File: config.mk
export PLATFORM = sky130hd
export DESIGN_NAME = i2c_control_slave
export DESIGN_NICKNAME = d
export VERILOG_FILES = /design/src/logic/amp_ctrl_pkg.sv /design/src/logic/i2c_control_slave.sv /design/src/logic/pin_sync3.sv
export SDC_FILE = /design/constraint.sdc
export NUM_CORES = 1
export LEC_CHECK = 0
export ABC_AREA = 1
export BUFFER_PORTS_ARGS = -buffer_cell sky130_fd_sc_hd__buf_2
export CORE_AREA = 4 4 197 199
export DETAILED_ROUTE_END_ITERATION = 12
export DIE_AREA = 0 0 201 203
export PLACE_DENSITY = 0.66
export SLEW_MARGIN = 15
export SYNTH_ARGS = -nofsm -noshare
export SYNTH_HDL_FRONTEND = slang
export SYNTH_SLANG_ARGS = --single-unit
File: constraint.sdc
create_clock -name MCLK_IN -period 7.9 [get_ports MCLK_IN]
set_clock_uncertainty 0.2 [all_clocks]
set_input_delay 0 -clock MCLK_IN [delete_from_list [all_inputs] [get_ports MCLK_IN]]
set_output_delay 0 -clock MCLK_IN [all_outputs]
set_load 0.01 [all_outputs]
File: src/logic/amp_ctrl_pkg.sv
// constants and types shared by the two-wire control slave
package amp_ctrl_pkg;
   // ==========================================================
   // timing
   localparam int CLK_HZ = 50_000_000;
   localparam int CLK_PERIOD_NS = 20;
   localparam int STD_SCL_HZ = 100_000;
   localparam int FAST_SCL_HZ = 400_000;
   localparam int FAST_SCL_HIGH_NS = 600;
   // shortest clock-high time in cycles, rounded down
   localparam int FAST_SCL_HIGH_CYC = FAST_SCL_HIGH_NS / CLK_PERIOD_NS;
   localparam int SYNC_STAGES = 3;
   // ==========================================================
   // bus framing
   localparam logic [3:0] BYTE_BITS = 4'h8;
   localparam logic [7:0] ADDR_BYTE_LOW = 8'h54;
   localparam logic [7:0] ADDR_BYTE_HIGH = 8'h56;
   // ==========================================================
   // subaddress space
   localparam logic [7:0] SUB_WORD_FIRST = 8'h20;
   localparam int WORD_BYTES = 4;
   localparam int MAX_REG_BYTES = 20;
   localparam int WORD_BITS = 32;
   // ==========================================================
   // protocol states
   typedef enum logic [2:0] {
      ST_IDLE, ST_ADDR, ST_ACK, ST_SUB, ST_WDATA, ST_RDATA, ST_MACK, ST_IGNORE
   } bus_state_t;
endpackage : amp_ctrl_pkg

File: src/logic/i2c_control_slave.sv
// two-wire control slave: framing, addressing, subaddress write and read
`timescale 1ns/1ps
`default_nettype none
// Functional notes
// - works at 100 kHz and 400 kHz
// - slave only, never stretches the clock
// - bytes MSB first, each acknowledged once
// - acknowledge holds data low whole period
// - address 0x54 strap low, 0x56 high
// - unlimited bytes between start and stop
// - low subaddresses bytewise, high in 4-byte words
// - reads stream bytes while master acknowledges
// - unused read bits return zero
// - incomplete write discarded at stop/start
// - sequential write walks consecutive subaddresses
// - only last incomplete subaddress discarded
// - write: address, subaddress, data, all acknowledged
// - read: subaddress write, restart, read address
// - address strap sampled once after reset
module i2c_control_slave #(
   parameter int MAX_BYTES = amp_ctrl_pkg::MAX_REG_BYTES,
   parameter int BW = $clog2(MAX_BYTES + 1)
) (
   // clock and reset
   input wire logic MCLK_IN,
   input wire logic RST_N_IN,
   // two-wire bus pins
   input wire logic SCL_IN,
   input wire logic SDA_IN,
   output logic SDA_OUT,
   output logic SDA_OE_OUT,
   // address strap
   input wire logic ADDRESS_SELECT_SHARED_PIN_IN,
   // register map lookup
   input wire logic [BW-1:0] REG_BYTES_IN,
   input wire logic [31:0] RD_WORD_IN,
   input wire logic [5:0] RD_BITS_IN,
   output logic [7:0] SUB_ADDR_OUT,
   output logic [BW-1:0] BYTE_IDX_OUT,
   // completed writes
   output logic WR_STB_OUT,
   output logic [7:0] WR_ADDR_OUT,
   output logic [BW-1:0] WR_LEN_OUT,
   output logic [MAX_BYTES*8-1:0] WR_DATA_OUT
);
   // ==========================================================
   // elaboration checks
   if (MAX_BYTES < amp_ctrl_pkg::WORD_BYTES || MAX_BYTES % amp_ctrl_pkg::WORD_BYTES != 0) begin
      $error("MAX_BYTES must be a positive multiple of four");
   end
   if (amp_ctrl_pkg::FAST_SCL_HIGH_CYC <= amp_ctrl_pkg::SYNC_STAGES + 2) begin
      $error("clock too slow for fast-mode sampling");
   end

   amp_ctrl_pkg::bus_state_t state_r;
   amp_ctrl_pkg::bus_state_t after_r;
   logic scl_lvl, scl_rise, scl_fall;
   logic sda_lvl, sda_rise, sda_fall;
   logic sel_lvl;
   logic [3:0] bit_cnt_r;
   logic [7:0] sh_r;
   logic [7:0] tx_r;
   logic nack_r;
   logic [7:0] dev_addr_r;
   logic [2:0] strap_cnt_r;
   logic strap_done_r;
   logic [BW-1:0] wcnt_r;
   logic [MAX_BYTES*8-1:0] wbuf_r;
   logic start_ev, stop_ev, byte_end;
   logic [BW-1:0] cur_len;
   logic [7:0] rd_byte;

   // ==========================================================
   // pin synchronisers
   pin_sync3 #(.RST_VAL(1'b1)) u_scl (
      .clk_in(MCLK_IN), .rst_n_in(RST_N_IN), .pin_in(SCL_IN),
      .level_out(scl_lvl), .rise_out(scl_rise), .fall_out(scl_fall));
   pin_sync3 #(.RST_VAL(1'b1)) u_sda (
      .clk_in(MCLK_IN), .rst_n_in(RST_N_IN), .pin_in(SDA_IN),
      .level_out(sda_lvl), .rise_out(sda_rise), .fall_out(sda_fall));
   pin_sync3 #(.RST_VAL(1'b0)) u_sel (
      .clk_in(MCLK_IN), .rst_n_in(RST_N_IN), .pin_in(ADDRESS_SELECT_SHARED_PIN_IN),
      .level_out(sel_lvl), .rise_out(), .fall_out());

   // ==========================================================
   // helpers
   // bytes that make one subaddress complete
   function automatic logic [BW-1:0] reg_len(input logic [7:0] sub, input logic [BW-1:0] n);
      logic [BW:0] up;
      up = {1'b0, n} + (BW+1)'(3);
      if (sub < amp_ctrl_pkg::SUB_WORD_FIRST) begin
         reg_len = (n == '0) ? BW'(1) : n;
      end else begin
         reg_len = (n == '0) ? BW'(amp_ctrl_pkg::WORD_BYTES) : {up[BW-1:2], 2'b00};
      end
   endfunction : reg_len

   // byte of the word, MSB first, unused bits forced to zero
   function automatic logic [7:0] pick_byte(input logic [31:0] w, input logic [5:0] bits,
                                            input logic [BW-1:0] len, input logic [BW-1:0] idx);
      logic [32:0] mask;
      logic [31:0] m;
      logic [1:0] sel;
      mask = (33'h1_0000_0000 >> (6'd32 - bits)) - 33'h0_0000_0001;
      if (bits >= 6'd32) begin
         mask = 33'h0_FFFF_FFFF;
      end
      m = w & mask[31:0];
      sel = 2'(len - BW'(1) - idx);
      pick_byte = 8'(m >> {sel, 3'b000});
   endfunction : pick_byte

   // ==========================================================
   // bus events; start and stop only count with clock high
   assign start_ev = sda_fall && scl_lvl;
   assign stop_ev = sda_rise && scl_lvl;
   assign byte_end = scl_fall && (bit_cnt_r == amp_ctrl_pkg::BYTE_BITS);
   assign cur_len = reg_len(SUB_ADDR_OUT, REG_BYTES_IN);
   assign rd_byte = pick_byte(RD_WORD_IN, RD_BITS_IN, cur_len, BYTE_IDX_OUT);

   // ==========================================================
   // strap capture a few cycles after reset, then frozen
   always_ff @(posedge MCLK_IN or negedge RST_N_IN) begin
      if (!RST_N_IN) begin
         strap_cnt_r <= 3'h0;
         strap_done_r <= 1'b0;
         dev_addr_r <= amp_ctrl_pkg::ADDR_BYTE_LOW;
      end else if (!strap_done_r) begin
         strap_cnt_r <= strap_cnt_r + 3'h1;
         // filtered level only settles one cycle past the three flops; wait one more for margin
         if (strap_cnt_r == 3'(amp_ctrl_pkg::SYNC_STAGES + 2)) begin
            strap_done_r <= 1'b1;
            dev_addr_r <= sel_lvl ? amp_ctrl_pkg::ADDR_BYTE_HIGH
                                  : amp_ctrl_pkg::ADDR_BYTE_LOW;
         end
      end
   end

   // ==========================================================
   // protocol engine; only data is driven, never the clock
   always_ff @(posedge MCLK_IN or negedge RST_N_IN) begin
      if (!RST_N_IN) begin
         state_r <= amp_ctrl_pkg::ST_IDLE;
         after_r <= amp_ctrl_pkg::ST_IDLE;
         bit_cnt_r <= 4'h0;
         sh_r <= 8'h00;
         tx_r <= 8'h00;
         nack_r <= 1'b0;
         SDA_OE_OUT <= 1'b0;
         SDA_OUT <= 1'b0;
      end else begin
         SDA_OUT <= 1'b0; // open drain: only ever pulls low
         if (start_ev) begin
            state_r <= amp_ctrl_pkg::ST_ADDR;
            bit_cnt_r <= 4'h0;
            SDA_OE_OUT <= 1'b0;
         end else if (stop_ev) begin
            state_r <= amp_ctrl_pkg::ST_IDLE;
            bit_cnt_r <= 4'h0;
            SDA_OE_OUT <= 1'b0;
         end else begin
            case (state_r)
               amp_ctrl_pkg::ST_ADDR, amp_ctrl_pkg::ST_SUB, amp_ctrl_pkg::ST_WDATA: begin
                  if (scl_rise) begin
                     sh_r <= {sh_r[6:0], sda_lvl};
                     bit_cnt_r <= bit_cnt_r + 4'h1;
                  end else if (byte_end) begin
                     bit_cnt_r <= 4'h0;
                     if (state_r != amp_ctrl_pkg::ST_ADDR) begin
                        SDA_OE_OUT <= 1'b1;
                        state_r <= amp_ctrl_pkg::ST_ACK;
                        after_r <= amp_ctrl_pkg::ST_WDATA;
                     end else if (sh_r[7:1] == dev_addr_r[7:1]) begin
                        SDA_OE_OUT <= 1'b1;
                        state_r <= amp_ctrl_pkg::ST_ACK;
                        after_r <= sh_r[0] ? amp_ctrl_pkg::ST_RDATA
                                           : amp_ctrl_pkg::ST_SUB;
                     end else begin
                        state_r <= amp_ctrl_pkg::ST_IGNORE;
                     end
                  end
               end
               amp_ctrl_pkg::ST_ACK: begin
                  // held low through the whole acknowledge clock
                  if (scl_fall) begin
                     state_r <= after_r;
                     if (after_r == amp_ctrl_pkg::ST_RDATA) begin
                        tx_r <= rd_byte;
                        SDA_OE_OUT <= ~rd_byte[7];
                     end else begin
                        SDA_OE_OUT <= 1'b0;
                     end
                  end
               end
               amp_ctrl_pkg::ST_RDATA: begin
                  if (scl_rise) begin
                     bit_cnt_r <= bit_cnt_r + 4'h1;
                  end else if (byte_end) begin
                     bit_cnt_r <= 4'h0;
                     SDA_OE_OUT <= 1'b0;
                     state_r <= amp_ctrl_pkg::ST_MACK;
                  end else if (scl_fall) begin
                     tx_r <= {tx_r[6:0], 1'b0};
                     SDA_OE_OUT <= ~tx_r[6];
                  end
               end
               amp_ctrl_pkg::ST_MACK: begin
                  if (scl_rise) begin
                     nack_r <= sda_lvl;
                  end else if (scl_fall) begin
                     if (nack_r) begin
                        state_r <= amp_ctrl_pkg::ST_IGNORE;
                     end else begin
                        state_r <= amp_ctrl_pkg::ST_RDATA;
                        tx_r <= rd_byte;
                        SDA_OE_OUT <= ~rd_byte[7];
                     end
                  end
               end
               default: begin
                  bit_cnt_r <= 4'h0;
               end
            endcase
         end
      end
   end

   // ==========================================================
   // subaddress pointer, write assembly and commit
   // partial data never leaves wbuf_r, so a cut-off write just vanishes
   always_ff @(posedge MCLK_IN or negedge RST_N_IN) begin
      if (!RST_N_IN) begin
         SUB_ADDR_OUT <= 8'h00;
         BYTE_IDX_OUT <= '0;
         wcnt_r <= '0;
         wbuf_r <= '0;
         WR_STB_OUT <= 1'b0;
         WR_ADDR_OUT <= 8'h00;
         WR_LEN_OUT <= '0;
         WR_DATA_OUT <= '0;
      end else begin
         WR_STB_OUT <= 1'b0;
         if (start_ev || stop_ev) begin
            wcnt_r <= '0;
         end else if (byte_end && state_r == amp_ctrl_pkg::ST_SUB) begin
            SUB_ADDR_OUT <= sh_r;
            BYTE_IDX_OUT <= '0;
            wcnt_r <= '0;
         end else if (byte_end && state_r == amp_ctrl_pkg::ST_WDATA) begin
            wbuf_r <= {wbuf_r[MAX_BYTES*8-9:0], sh_r};
            if (wcnt_r + BW'(1) >= cur_len) begin
               WR_STB_OUT <= 1'b1;
               WR_ADDR_OUT <= SUB_ADDR_OUT;
               WR_LEN_OUT <= cur_len;
               WR_DATA_OUT <= {wbuf_r[MAX_BYTES*8-9:0], sh_r};
               SUB_ADDR_OUT <= SUB_ADDR_OUT + 8'h01;
               wcnt_r <= '0;
            end else begin
               wcnt_r <= wcnt_r + BW'(1);
            end
         end else if (state_r == amp_ctrl_pkg::ST_MACK && scl_rise && !sda_lvl) begin
            if (BYTE_IDX_OUT + BW'(1) >= cur_len) begin
               SUB_ADDR_OUT <= SUB_ADDR_OUT + 8'h01;
               BYTE_IDX_OUT <= '0;
            end else begin
               BYTE_IDX_OUT <= BYTE_IDX_OUT + BW'(1);
            end
         end
      end
   end
endmodule : i2c_control_slave
`default_nettype wire

File: src/logic/pin_sync3.sv
// three-stage synchroniser with agreement filter and edge pulses
`timescale 1ns/1ps
`default_nettype none
module pin_sync3 #(
   parameter logic RST_VAL = 1'b1
) (
   // clock and reset
   input wire logic clk_in,
   input wire logic rst_n_in,
   // pin side
   input wire logic pin_in,
   // filtered side
   output logic level_out,
   output logic rise_out,
   output logic fall_out
);
   logic s1_r;
   logic s2_r;
   logic s3_r;
   logic agree;

   // ==========================================================
   // capture chain; first stage feeds only the second
   always_ff @(posedge clk_in or negedge rst_n_in) begin
      if (!rst_n_in) begin
         s1_r <= RST_VAL;
         s2_r <= RST_VAL;
         s3_r <= RST_VAL;
      end else begin
         s1_r <= pin_in;
         s2_r <= s1_r;
         s3_r <= s2_r;
      end
   end

   assign agree = (s2_r == s3_r);

   // ==========================================================
   // a change counts once stages two and three agree
   always_ff @(posedge clk_in or negedge rst_n_in) begin
      if (!rst_n_in) begin
         level_out <= RST_VAL;
         rise_out <= 1'b0;
         fall_out <= 1'b0;
      end else begin
         rise_out <= agree && s3_r && !level_out;
         fall_out <= agree && !s3_r && level_out;
         if (agree) begin
            level_out <= s3_r;
         end
      end
   end
endmodule : pin_sync3
`default_nettype wire

==> results of run 1 <==
==> final cells by class <==
cell class	count	area [µm²]
inverters	254	953
repair buffers	288	1740
well taps	474	593
fillers	3516	17500
clock buffers	57	1140
clock inverters	15	144
multi-input cells	1114	5350
flip-flops and latches	392	9820
==> state kept, by name (all words and copies together), names as in the netlist, 3 cells and up <==
| name | cells |
|---|---|
| bit_cnt_r | 4 |
| strap_cnt_r | 3 |
| sh_r | 8 |
| tx_r | 7 |
| WR_ADDR_OUT | 8 |
| WR_LEN_OUT | 5 |
| state_r | 3 |
| wbuf_r | 152 |
| SUB_ADDR_OUT | 8 |
| BYTE_IDX_OUT | 5 |
| WR_DATA_OUT | 160 |
| after_r | 3 |
| wcnt_r | 5 |
==> power breakdown <==
part | switching, mW | total (mW) | leakage (nW) | internal (mW)
sequential | 0.0705 | 2.15 | 5.35 | 2.08
clock | 0.786 | 1.86 | 0.638 | 1.08
combinational | 0.419 | 0.679 | 3.81 | 0.260
==> metrics by stage <==
stage | hold WS (ps) | worst slack (ps) | instances | power [mW] | util
after floorplan | -496 | 5000 | 1842 | 2.57 | -
after global placement | -92.9 | 4110 | 2477 | 2.78 | 0.483
after detailed placement | -91.4 | 4010 | 2477 | 2.79 | 0.483
after CTS | 48.9 | 3490 | 2592 | 4.74 | 0.529
after global routing | 152 | 3030 | 2594 | 4.94 | 0.530
final | 149 | 3460 | 2594 | 4.69 | 0.530
==> layer usage <==
layer	GRT usage	vias up	routed length, µm
met1	0.294	6241	19400
met5	0	-	0
met4	0.0497	0	784
li1	-	6376	-
met3	0.0371	54	2110
met2	0.306	344	18300
==> cells in the final DEF (no fill, tap or decap), types with 3 or more instances in the layout <==
master         netlist  routed
a21oi_1             26      26
a31oi_1              4       4
a32o_1               5       5
buf_2               37     234
buf_4                1       6
clkbuf_1            40      13
clkbuf_16            0      43
clkinv_2             0      11
dfrtp_1            384     384
dfstp_2              8       8
dlygate4sd3_1        0      44
ha_1                22      22
inv_1              248     248
inv_2                6       6
nand2_1            462     461
nand3_1             64      64
nand3b_1             3       3
nand4_1             24      24
nor2_1              63      62
nor2_2               7       7
nor2_4               5       6
nor3_1              10      10
nor3_2               3       3
o211ai_1             3       3
o21ai_0            363     363
o21ai_1             13      13
xor2_1              14      14
==> logic make-up (layout without fill, tap and decap cells) <==
| logic type | Yosys count | in the layout | synth area share |
|---|---|---|---|
| buf+inv | 336 | 614 | 0.0796 |
| other cells | 1 | 1 | 0.000228 |
| xor+xnor | 16 | 16 | 0.00851 |
| compound gates | 424 | 424 | 0.133 |
| simple gates | 650 | 650 | 0.165 |
| fa+ha+maj | 23 | 23 | 0.0173 |
| flops | 392 | 392 | 0.596 |
==> what timing repair did <==
| item | CTS | global route |
|---|---|---|
| hold endpoints to repair | 155 | 51 |
| hold buffers | 43 | 1 |
| setup buffers | 0 | 0 |
==> final timing paths <==
kind | startpoint | to | slack, ps | cells after the start
hold reg to reg | u_scl.s1_r | u_scl.s2_r | 150 | 0
setup reg to reg | SUB_ADDR_OUT[6] | tx_r[6] | 3460 | 12
max in group asynchronous | RST_N_IN | wbuf_r[36] | 5440 | 5
setup / recovery | SUB_ADDR_OUT[6] | tx_r[6] | 3460 | 12
min in group asynchronous | RST_N_IN | wbuf_r[134] | 310 | 3
hold / removal | u_scl.s1_r | u_scl.s2_r | 150 | 0
==> flow_metrics.py, run 1 <==
metrics = {
    "routing": {
        "antenna_left": 0,
        "first_iter_violations": 904,
        "drtPass1Iterations": 5,
        "routed_via_density": 5.02,
        "num_vias": 13000,
        "wl_per_cell_um": 15.7,
        "routed_wl_um": 40600,
        "drc": 0,
    },
    "sta": {
        "slew_viol_final": 0,
        "setup_viol": 0,
        "setup_tns_ps": 0,
        "finalCritPeriodShare": 0.562,
        "worstMarginPinSlew_ps": 1070,
        "fin_crit_ps": 4440,
        "rsz0062_at_grt": "no",
        "slew-limit-headroom": 0.287,
        "final_hold_viol_count": 0,
        "max_freq_mhz": 225,
    },
    "clock_network": {
        "cts_tree": "built",
        "cts_buffers": 42,
        "clk_pin_slew_ps": 60,
        "clkLatencyLatePin_ps": 540,
        "htree_levels": 2,
        "root_buffer": "clkbuf_16",
        "post_cts_resized": 0,
        "cts_buffer_depth": 3,
        "cts_sinks": 392,
    },
    "critical_path": {
        "critPathSlowestCell": "xor2_1",
        "path_cells": "nor3_1, inv_1, nor2_1, ha_1, xor2_1, xor2_1, inv_1, nand3_1, dlygate4sd3_1, nand3_1, dlygate4sd3_1, a21oi_1",
        "worstSetupPathType": "reg -> reg",
        "critPathBufInv": 4,
        "critPathRequiredTime_ps": 8170,
        "arrival_ps": 4700,
        "critical_path.startpoint_type": "register",
        "critPathCaptureType": "register",
        "crit_family": "buffers and inverters",
        "slowest_delay_ps": 610,
        "cp_max_fo": 9,
    },
    "logic_synthesis": {
        "yosys.area.top_type": "dfrtp_1",
        "ys_seq_area_frac": 0.596,
        "synth_seq_cells": 392,
        "synth_edf_count": 0,
        "syn_nets": 1912,
        "ys.warnings.count": 0,
        "synth_commonest_cells": "nand2_1 (462), dfrtp_1 (384), o21ai_0 (363), inv_1 (248), nand3_1 (64)",
        "yosysUniqueCellTypes": 45,
        "netlist.area_leader.share": 0.583,
        "post-synth-top-count-cell": "nand2_1",
        "ys.flop_type": "dfrtp_1",
        "synth.area.top_cells": "dfrtp_1 (58%), o21ai_0 (11%), nand2_1 (11%)",
        "synthCells": 1842,
        "syn_area_per_cell_um2": 8.94,
        "synthesis.area_um2": 16500,
        "async_flop_share": 1.00,
    },
    "pwr": {
        "p_leak_nw": 9.80,
        "vdd.ir_drop.worst_v": 0.000138,
        "p_per_area_nw_per_um2": 238,
    },
    "place": {
        "gp_congestion": 0.873,
        "dpl_cell_area_um2": 18000,
        "dp_hpwl_um": 27900,
        "io_buffers": 235,
    },
    "global_routing": {
        "grt_usage": 0.199,
        "grt_antenna_before_repair": 0,
        "grt_overflow": 0,
        "grt_pass1_wl_um": 67200,
        "grt_max_degree": 190,
        "first_global_vias": 12700,
    },
    "floorplanning": {
        "ioPinCount": 237,
        "rows": 71,
        "core-area_um2": 37200,
        "fp.dieH_um": 203,
        "die-width_um": 201,
        "initial_core_util": 0.442,
        "dieArea_um2": 40800,
    },
    "final_layout": {
        "design_area_um2": 19700,
        "insertedDiodeCount": 0,
        "area_delta_synth_final_pct": 19.9,
        "drive_gt1_frac": 0.161,
        "layout.nets": 2162,
    },
    "job": {
        "max_cap_viol_count": 0,
    },
    "hold_path": {
        "hp-class": "reg -> reg",
    },
    "status": {
        "status": "complete, no violations",
    },
}
(Power assumes the default switching activity.)
==> run 2, diff against run 1 <==
Settings changed: PLACE_DENSITY 0.66 to 0.68.
Clock period 7.9 ns to 4 ns, I/O delays scaled along.
==> run 2 against run 1 <==
Against the previous run: sequential power up 98%; setup slack got worse by 3200 ps; clock power rose by 120%; core utilization grew 0.90 points; routed wire length fell by 0.81%; power up 110%; design area up 1.7%; critical path type unchanged; largest cell class unchanged; highest routed layer unchanged.
==> flow_metrics.py, run 2 (synthesis results as in run 1) <==
metrics = {
    "status": {
        "status": "complete, no violations",
    },
    "sta": {
        "fin_crit_ps": 3710,
        "setup_viol": 0,
        "worstMarginPinSlew_ps": 998,
        "slew_viol_final": 0,
        "setup_tns_ps": 0,
        "slew-limit-headroom": 0.330,
        "finalCritPeriodShare": 0.927,
        "final_hold_viol_count": 0,
        "hold-worst-slack_ps": 152,
        "setup_ws_ps": 292,
        "rsz0062_at_grt": "no",
        "max_freq_mhz": 270,
    },
    "floorplanning": {
        "die-width_um": 201,
        "ioPinCount": 237,
        "rows": 71,
        "core-area_um2": 37200,
        "dieArea_um2": 40800,
        "initial_core_util": 0.442,
        "fp.dieH_um": 203,
    },
    "routing": {
        "wl_per_cell_um": 15.5,
        "num_vias": 13100,
        "drc": 0,
        "first_iter_violations": 1052,
        "drtPass1Iterations": 5,
        "routed_via_density": 5.01,
        "routed_wl_um": 40300,
        "antenna_left": 0,
    },
    "critical_path": {
        "arrival_ps": 3980,
        "critPathCaptureType": "register",
        "critPathRequiredTime_ps": 4270,
        "worstReg2RegEnd": "tx_r[4]",
        "reg2reg_slack_ps": 290,
        "path_cells": "nor3_2, inv_1, nor2_1, ha_2, xor2_1, xor2_1, buf_4, inv_1, nand3_1, dlygate4sd3_1, nand3_1, dlygate4sd3_1, a21oi_1",
        "critical_path.startpoint_type": "register",
        "slowest_delay_ps": 580,
        "critPathSlowestCell": "dlygate4sd3_1",
        "worstSetupPathType": "reg -> reg",
        "reg2reg_from": "SUB_ADDR_OUT[7]",
        "cp_max_fo": 9,
        "r2r_cells": 13,
    },
    "clock_network": {
        "cts_buffer_depth": 3,
        "clk_pin_slew_ps": 60,
        "clkLatencyLatePin_ps": 560,
        "htree_levels": 2,
        "cts_buffers": 42,
        "root_buffer": "clkbuf_16",
        "post_cts_buffers": 0,
        "cts_sinks": 392,
        "cts_tree": "built",
    },
    "pwr": {
        "intPower_mw": 7.10,
        "p_total_mw": 9.63,
        "p_leak_nw": 9.95,
        "p_per_area_nw_per_um2": 480,
        "net-switching-power_mw": 2.52,
        "seq_power_share": 0.441,
        "p_comb_frac": 0.142,
        "vdd.ir_drop.worst_v": 0.000274,
        "clockPowerShare": 0.417,
        "switching_share": 0.262,
    },
    "place": {
        "dp.cells": 2486,
        "dp_hpwl_um": 27700,
        "dpl_cell_area_um2": 18100,
        "gp_congestion": 0.857,
        "io_buffers": 235,
        "pre_cts_ws_ps": 613,
    },
    "final_layout": {
        "max_flop_register": "WR_DATA_OUT",
        "finalNonFillerCells": 2606,
        "final_common_cell": "nand2_1",
        "design_area_um2": 20100,
        "n_fill_cell": 3375,
        "drive_gt1_frac": 0.167,
        "largest_reg_flops": 160,
        "area_delta_synth_final_pct": 21.9,
        "layout.nets": 2175,
        "layout_common_cells": "nand2_1 (461), dfrtp_1 (384), o21ai_0 (363)",
        "reg_top3": "WR_DATA_OUT x160, wbuf_r x152",
        "post-route-util": 0.539,
        "insertedDiodeCount": 0,
    },
    "hold_path": {
        "holdPathStages": 0,
        "hp-class": "reg -> reg",
        "hp-start": "u_sel.s1_r",
        "min_to": "u_sel.s2_r",
    },
    "global_routing": {
        "first_global_vias": 12900,
        "grt_pass1_wl_um": 66000,
        "grt_overflow": 0,
        "grt_usage": 0.195,
        "grt_max_degree": 146,
        "grt_antenna_before_repair": 0,
    },
    "job": {
        "max_cap_viol_count": 0,
    },
}
-- run 2: what timing repair did --
item / 4_1_cts / 5_1_grt
endpoints found under the setup margin: 0 / 8
endpoints found under the hold margin: 400 / 0
resized for setup: 0 / 2
hold buffers: 49 / 0
-- run 2: cell type report --
cell class | instances | area, µm² | share of cell area
Clock inverter | 14 | 239 | 0.0119
Tap cell | 474 | 593 | 0.0295
Sequential cell | 392 | 9820 | 0.489
Clock buffer | 57 | 1190 | 0.0591
Timing Repair Buffer | 301 | 1920 | 0.0957
Inverter | 254 | 953 | 0.0475
Multi-Input combinational cell | 1114 | 5360 | 0.267
-- run 2: power by group through the flow --
stage / clock network, mW / logic [mW] / registers (mW)
floorplan: 0 / 0.788 / 4.30
global placement: 0 / 1.20 / 4.31
detailed placement: 0 / 1.22 / 4.31
CTS: 4.13 / 1.36 / 4.24
global route: 4.29 / 1.55 / 4.26
finish: 4.01 / 1.37 / 4.25
-- run 2: metal layers --
metal  share of wire  GRT usage
met4           0.027     0.0610
met2            0.45      0.302
met3           0.056     0.0406
met5               0          0
met1            0.47      0.279
-- run 2: how the worst max path moves through the flow --
| stage | start | slack, ps | endpoint | cells past startpoint |
|---|---|---|---|---|
| 4_1_cts | SUB_ADDR_OUT[7] | 60 | SDA_OE_OUT | 15 |
| 3_5_place_dp | SUB_ADDR_OUT[7] | 610 | WR_DATA_OUT[65] | 12 |
| 6_report | SUB_ADDR_OUT[7] | 290 | tx_r[4] | 13 |
| 2_1_floorplan | SUB_ADDR_OUT[6] | 1100 | WR_DATA_OUT[159] | 15 |
| 5_1_grt | SUB_ADDR_OUT[7] | 80 | tx_r[3] | 13 |
| 3_3_place_gp | SUB_ADDR_OUT[7] | 720 | WR_DATA_OUT[89] | 12 |
-- run 2: worst max-delay path: cells and delay by family (launching register included) --
kind / cells / cell delay, ps
buffers and inverters: 5 / 1590
AO/OA/AOI/OAI: 1 / 140
flip-flops: 1 / 470
XOR/XNOR: 2 / 370
adder cells (fa/ha/maj): 1 / 220
AND/OR/NAND/NOR: 4 / 630
==> run 3, diff against run 2 <==
Settings changed: SETUP_SLACK_MARGIN from default to 0.5.
==> run 3 against run 2 <==
Against the previous run: non-clock buffer count up 6; sequential share of layout area down 0.21 points; via count up 0.17%; maximum frequency up 11%; sequential power about the same; critical path type unchanged; register-to-register slack better by 380 ps; highest routed layer unchanged; largest cell class unchanged; design area up 0.44%; sequential cell count unchanged.
==> flow_metrics.py, run 3 (synthesis results as in run 1) <==
metrics = {
    "global_routing": {
        "grt_overflow": 0,
        "grt_pass1_wl_um": 65900,
        "grt_antenna_before_repair": 0,
        "grt_usage": 0.195,
        "grt_max_degree": 146,
        "first_global_vias": 12900,
    },
    "sta": {
        "slew_viol_final": 0,
        "final_hold_viol_count": 0,
        "worstMarginPinSlew_ps": 1020,
        "setup_tns_ps": 0,
        "rsz0062_at_grt": "no",
        "setup_viol": 0,
        "slew-limit-headroom": 0.314,
        "finalCritPeriodShare": 0.832,
        "fin_crit_ps": 3330,
        "max_freq_mhz": 301,
    },
    "final_layout": {
        "layout_common_cells": "nand2_1 (460), dfrtp_1 (384), o21ai_0 (363)",
        "largest_reg_flops": 160,
        "final_common_cell": "nand2_1",
        "area_delta_synth_final_pct": 22.4,
        "insertedDiodeCount": 0,
        "drive_gt1_frac": 0.167,
        "reg_top3": "WR_DATA_OUT x160, wbuf_r x152",
        "design_area_um2": 20200,
        "finalNonFillerCells": 2612,
        "max_flop_register": "WR_DATA_OUT",
        "layout.nets": 2181,
    },
    "routing": {
        "routed_via_density": 5.00,
        "antenna_left": 0,
        "first_iter_violations": 1049,
        "drtPass1Iterations": 5,
        "drc": 0,
        "routed_wl_um": 40400,
        "wl_per_cell_um": 15.5,
        "num_vias": 13100,
    },
    "place": {
        "io_buffers": 235,
        "gp_congestion": 0.857,
        "dp.cells": 2486,
        "dpl_cell_area_um2": 18100,
        "dp_hpwl_um": 27700,
    },
    "critical_path": {
        "critPathCaptureType": "register",
        "cp_max_fo": 106,
        "critical_path.startpoint_type": "register",
        "critPathRequiredTime_ps": 4260,
        "arrival_ps": 3590,
        "worstSetupPathType": "reg -> reg",
    },
    "hold_path": {
        "hp-class": "in -> reg",
    },
    "floorplanning": {
        "core-area_um2": 37200,
        "dieArea_um2": 40800,
        "ioPinCount": 237,
        "initial_core_util": 0.442,
        "rows": 71,
        "fp.dieH_um": 203,
        "die-width_um": 201,
    },
    "pwr": {
        "vdd.ir_drop.worst_v": 0.000273,
        "p_leak_nw": 9.98,
        "p_per_area_nw_per_um2": 476,
    },
    "clock_network": {
        "post_cts_buffers": 0,
        "cts_buffers": 42,
        "clk_pin_slew_ps": 60,
        "htree_levels": 2,
        "cts_sinks": 392,
        "root_buffer": "clkbuf_16",
        "clkLatencyLatePin_ps": 550,
        "cts_tree": "built",
        "cts_buffer_depth": 3,
    },
    "job": {
        "max_cap_viol_count": 0,
    },
    "status": {
        "status": "complete, no violations",
    },
}
-- run 3: worst max-delay path, stage by stage (launching register included) --
cell and delay, ps:
dfrtp_1 470, nor3_2 250, inv_1 120, nand3_1 100, xor2_1 290, ha_1 320, nand2_1 80, inv_1 50
a221oi_1 280, nand3_1 240, nand2_8 250, buf_16 340, nand2_1 110, o21ai_0 100
-- run 3: layout make-up --
cell class	count	area (µm²)
Fill cell	3358	17100
Sequential cell	392	9820
Multi-Input combinational cell	1114	5370
Timing Repair Buffer	307	2000
Clock buffer	57	1190
Inverter	254	953
Tap cell	474	593
Clock inverter	14	239
-- run 3: stage by stage --
step,hold WS (ps),power [mW],setup slack (ps),utilization
finish,104,9.60,674,0.542
CTS,51.2,9.71,530,0.540
detailed placement,-97.0,5.53,613,0.487
global placement,-102,5.50,725,0.487
global route,161,10.1,501,0.542
floorplan,-496,5.08,1100,-
-- run 3: what timing repair did --
item                                    CTS  global route
endpoints found under the hold margin   400             0
hold buffers                             54             0
resized for setup                         0             7
endpoints found under the setup margin    0           146
-- run 3: worst paths after layout --
path | slack, ps | startpoint | cells past startpoint | end
worst max-delay path | 670 | SUB_ADDR_OUT[7] | 13 | WR_DATA_OUT[124]
worst min-delay path | 100 | RD_BITS_IN[3] | 8 | tx_r[1]
worst max register to register | 670 | SUB_ADDR_OUT[7] | 13 | WR_DATA_OUT[124]
worst min register to register | 150 | u_sel.s1_r | 0 | u_sel.s2_r
max in group asynchronous | 2160 | RST_N_IN | 4 | wbuf_r[9]
min in group asynchronous | 400 | RST_N_IN | 3 | wbuf_r[126]
-- run 3: metal layers --
layer	share of wire	global-route usage	vias up
met5	0	0	-
met4	0.028	0.0629	0
met3	0.054	0.0410	82
met2	0.45	0.301	341
met1	0.47	0.278	6206
li1	-	-	6443
-- run 3: power by group --
part	internal, mW	leakage, nW	switching, mW
clock network	2.46	0.704	1.55
logic	0.513	3.92	0.831
registers	4.11	5.35	0.134
total	7.09	9.98	2.51
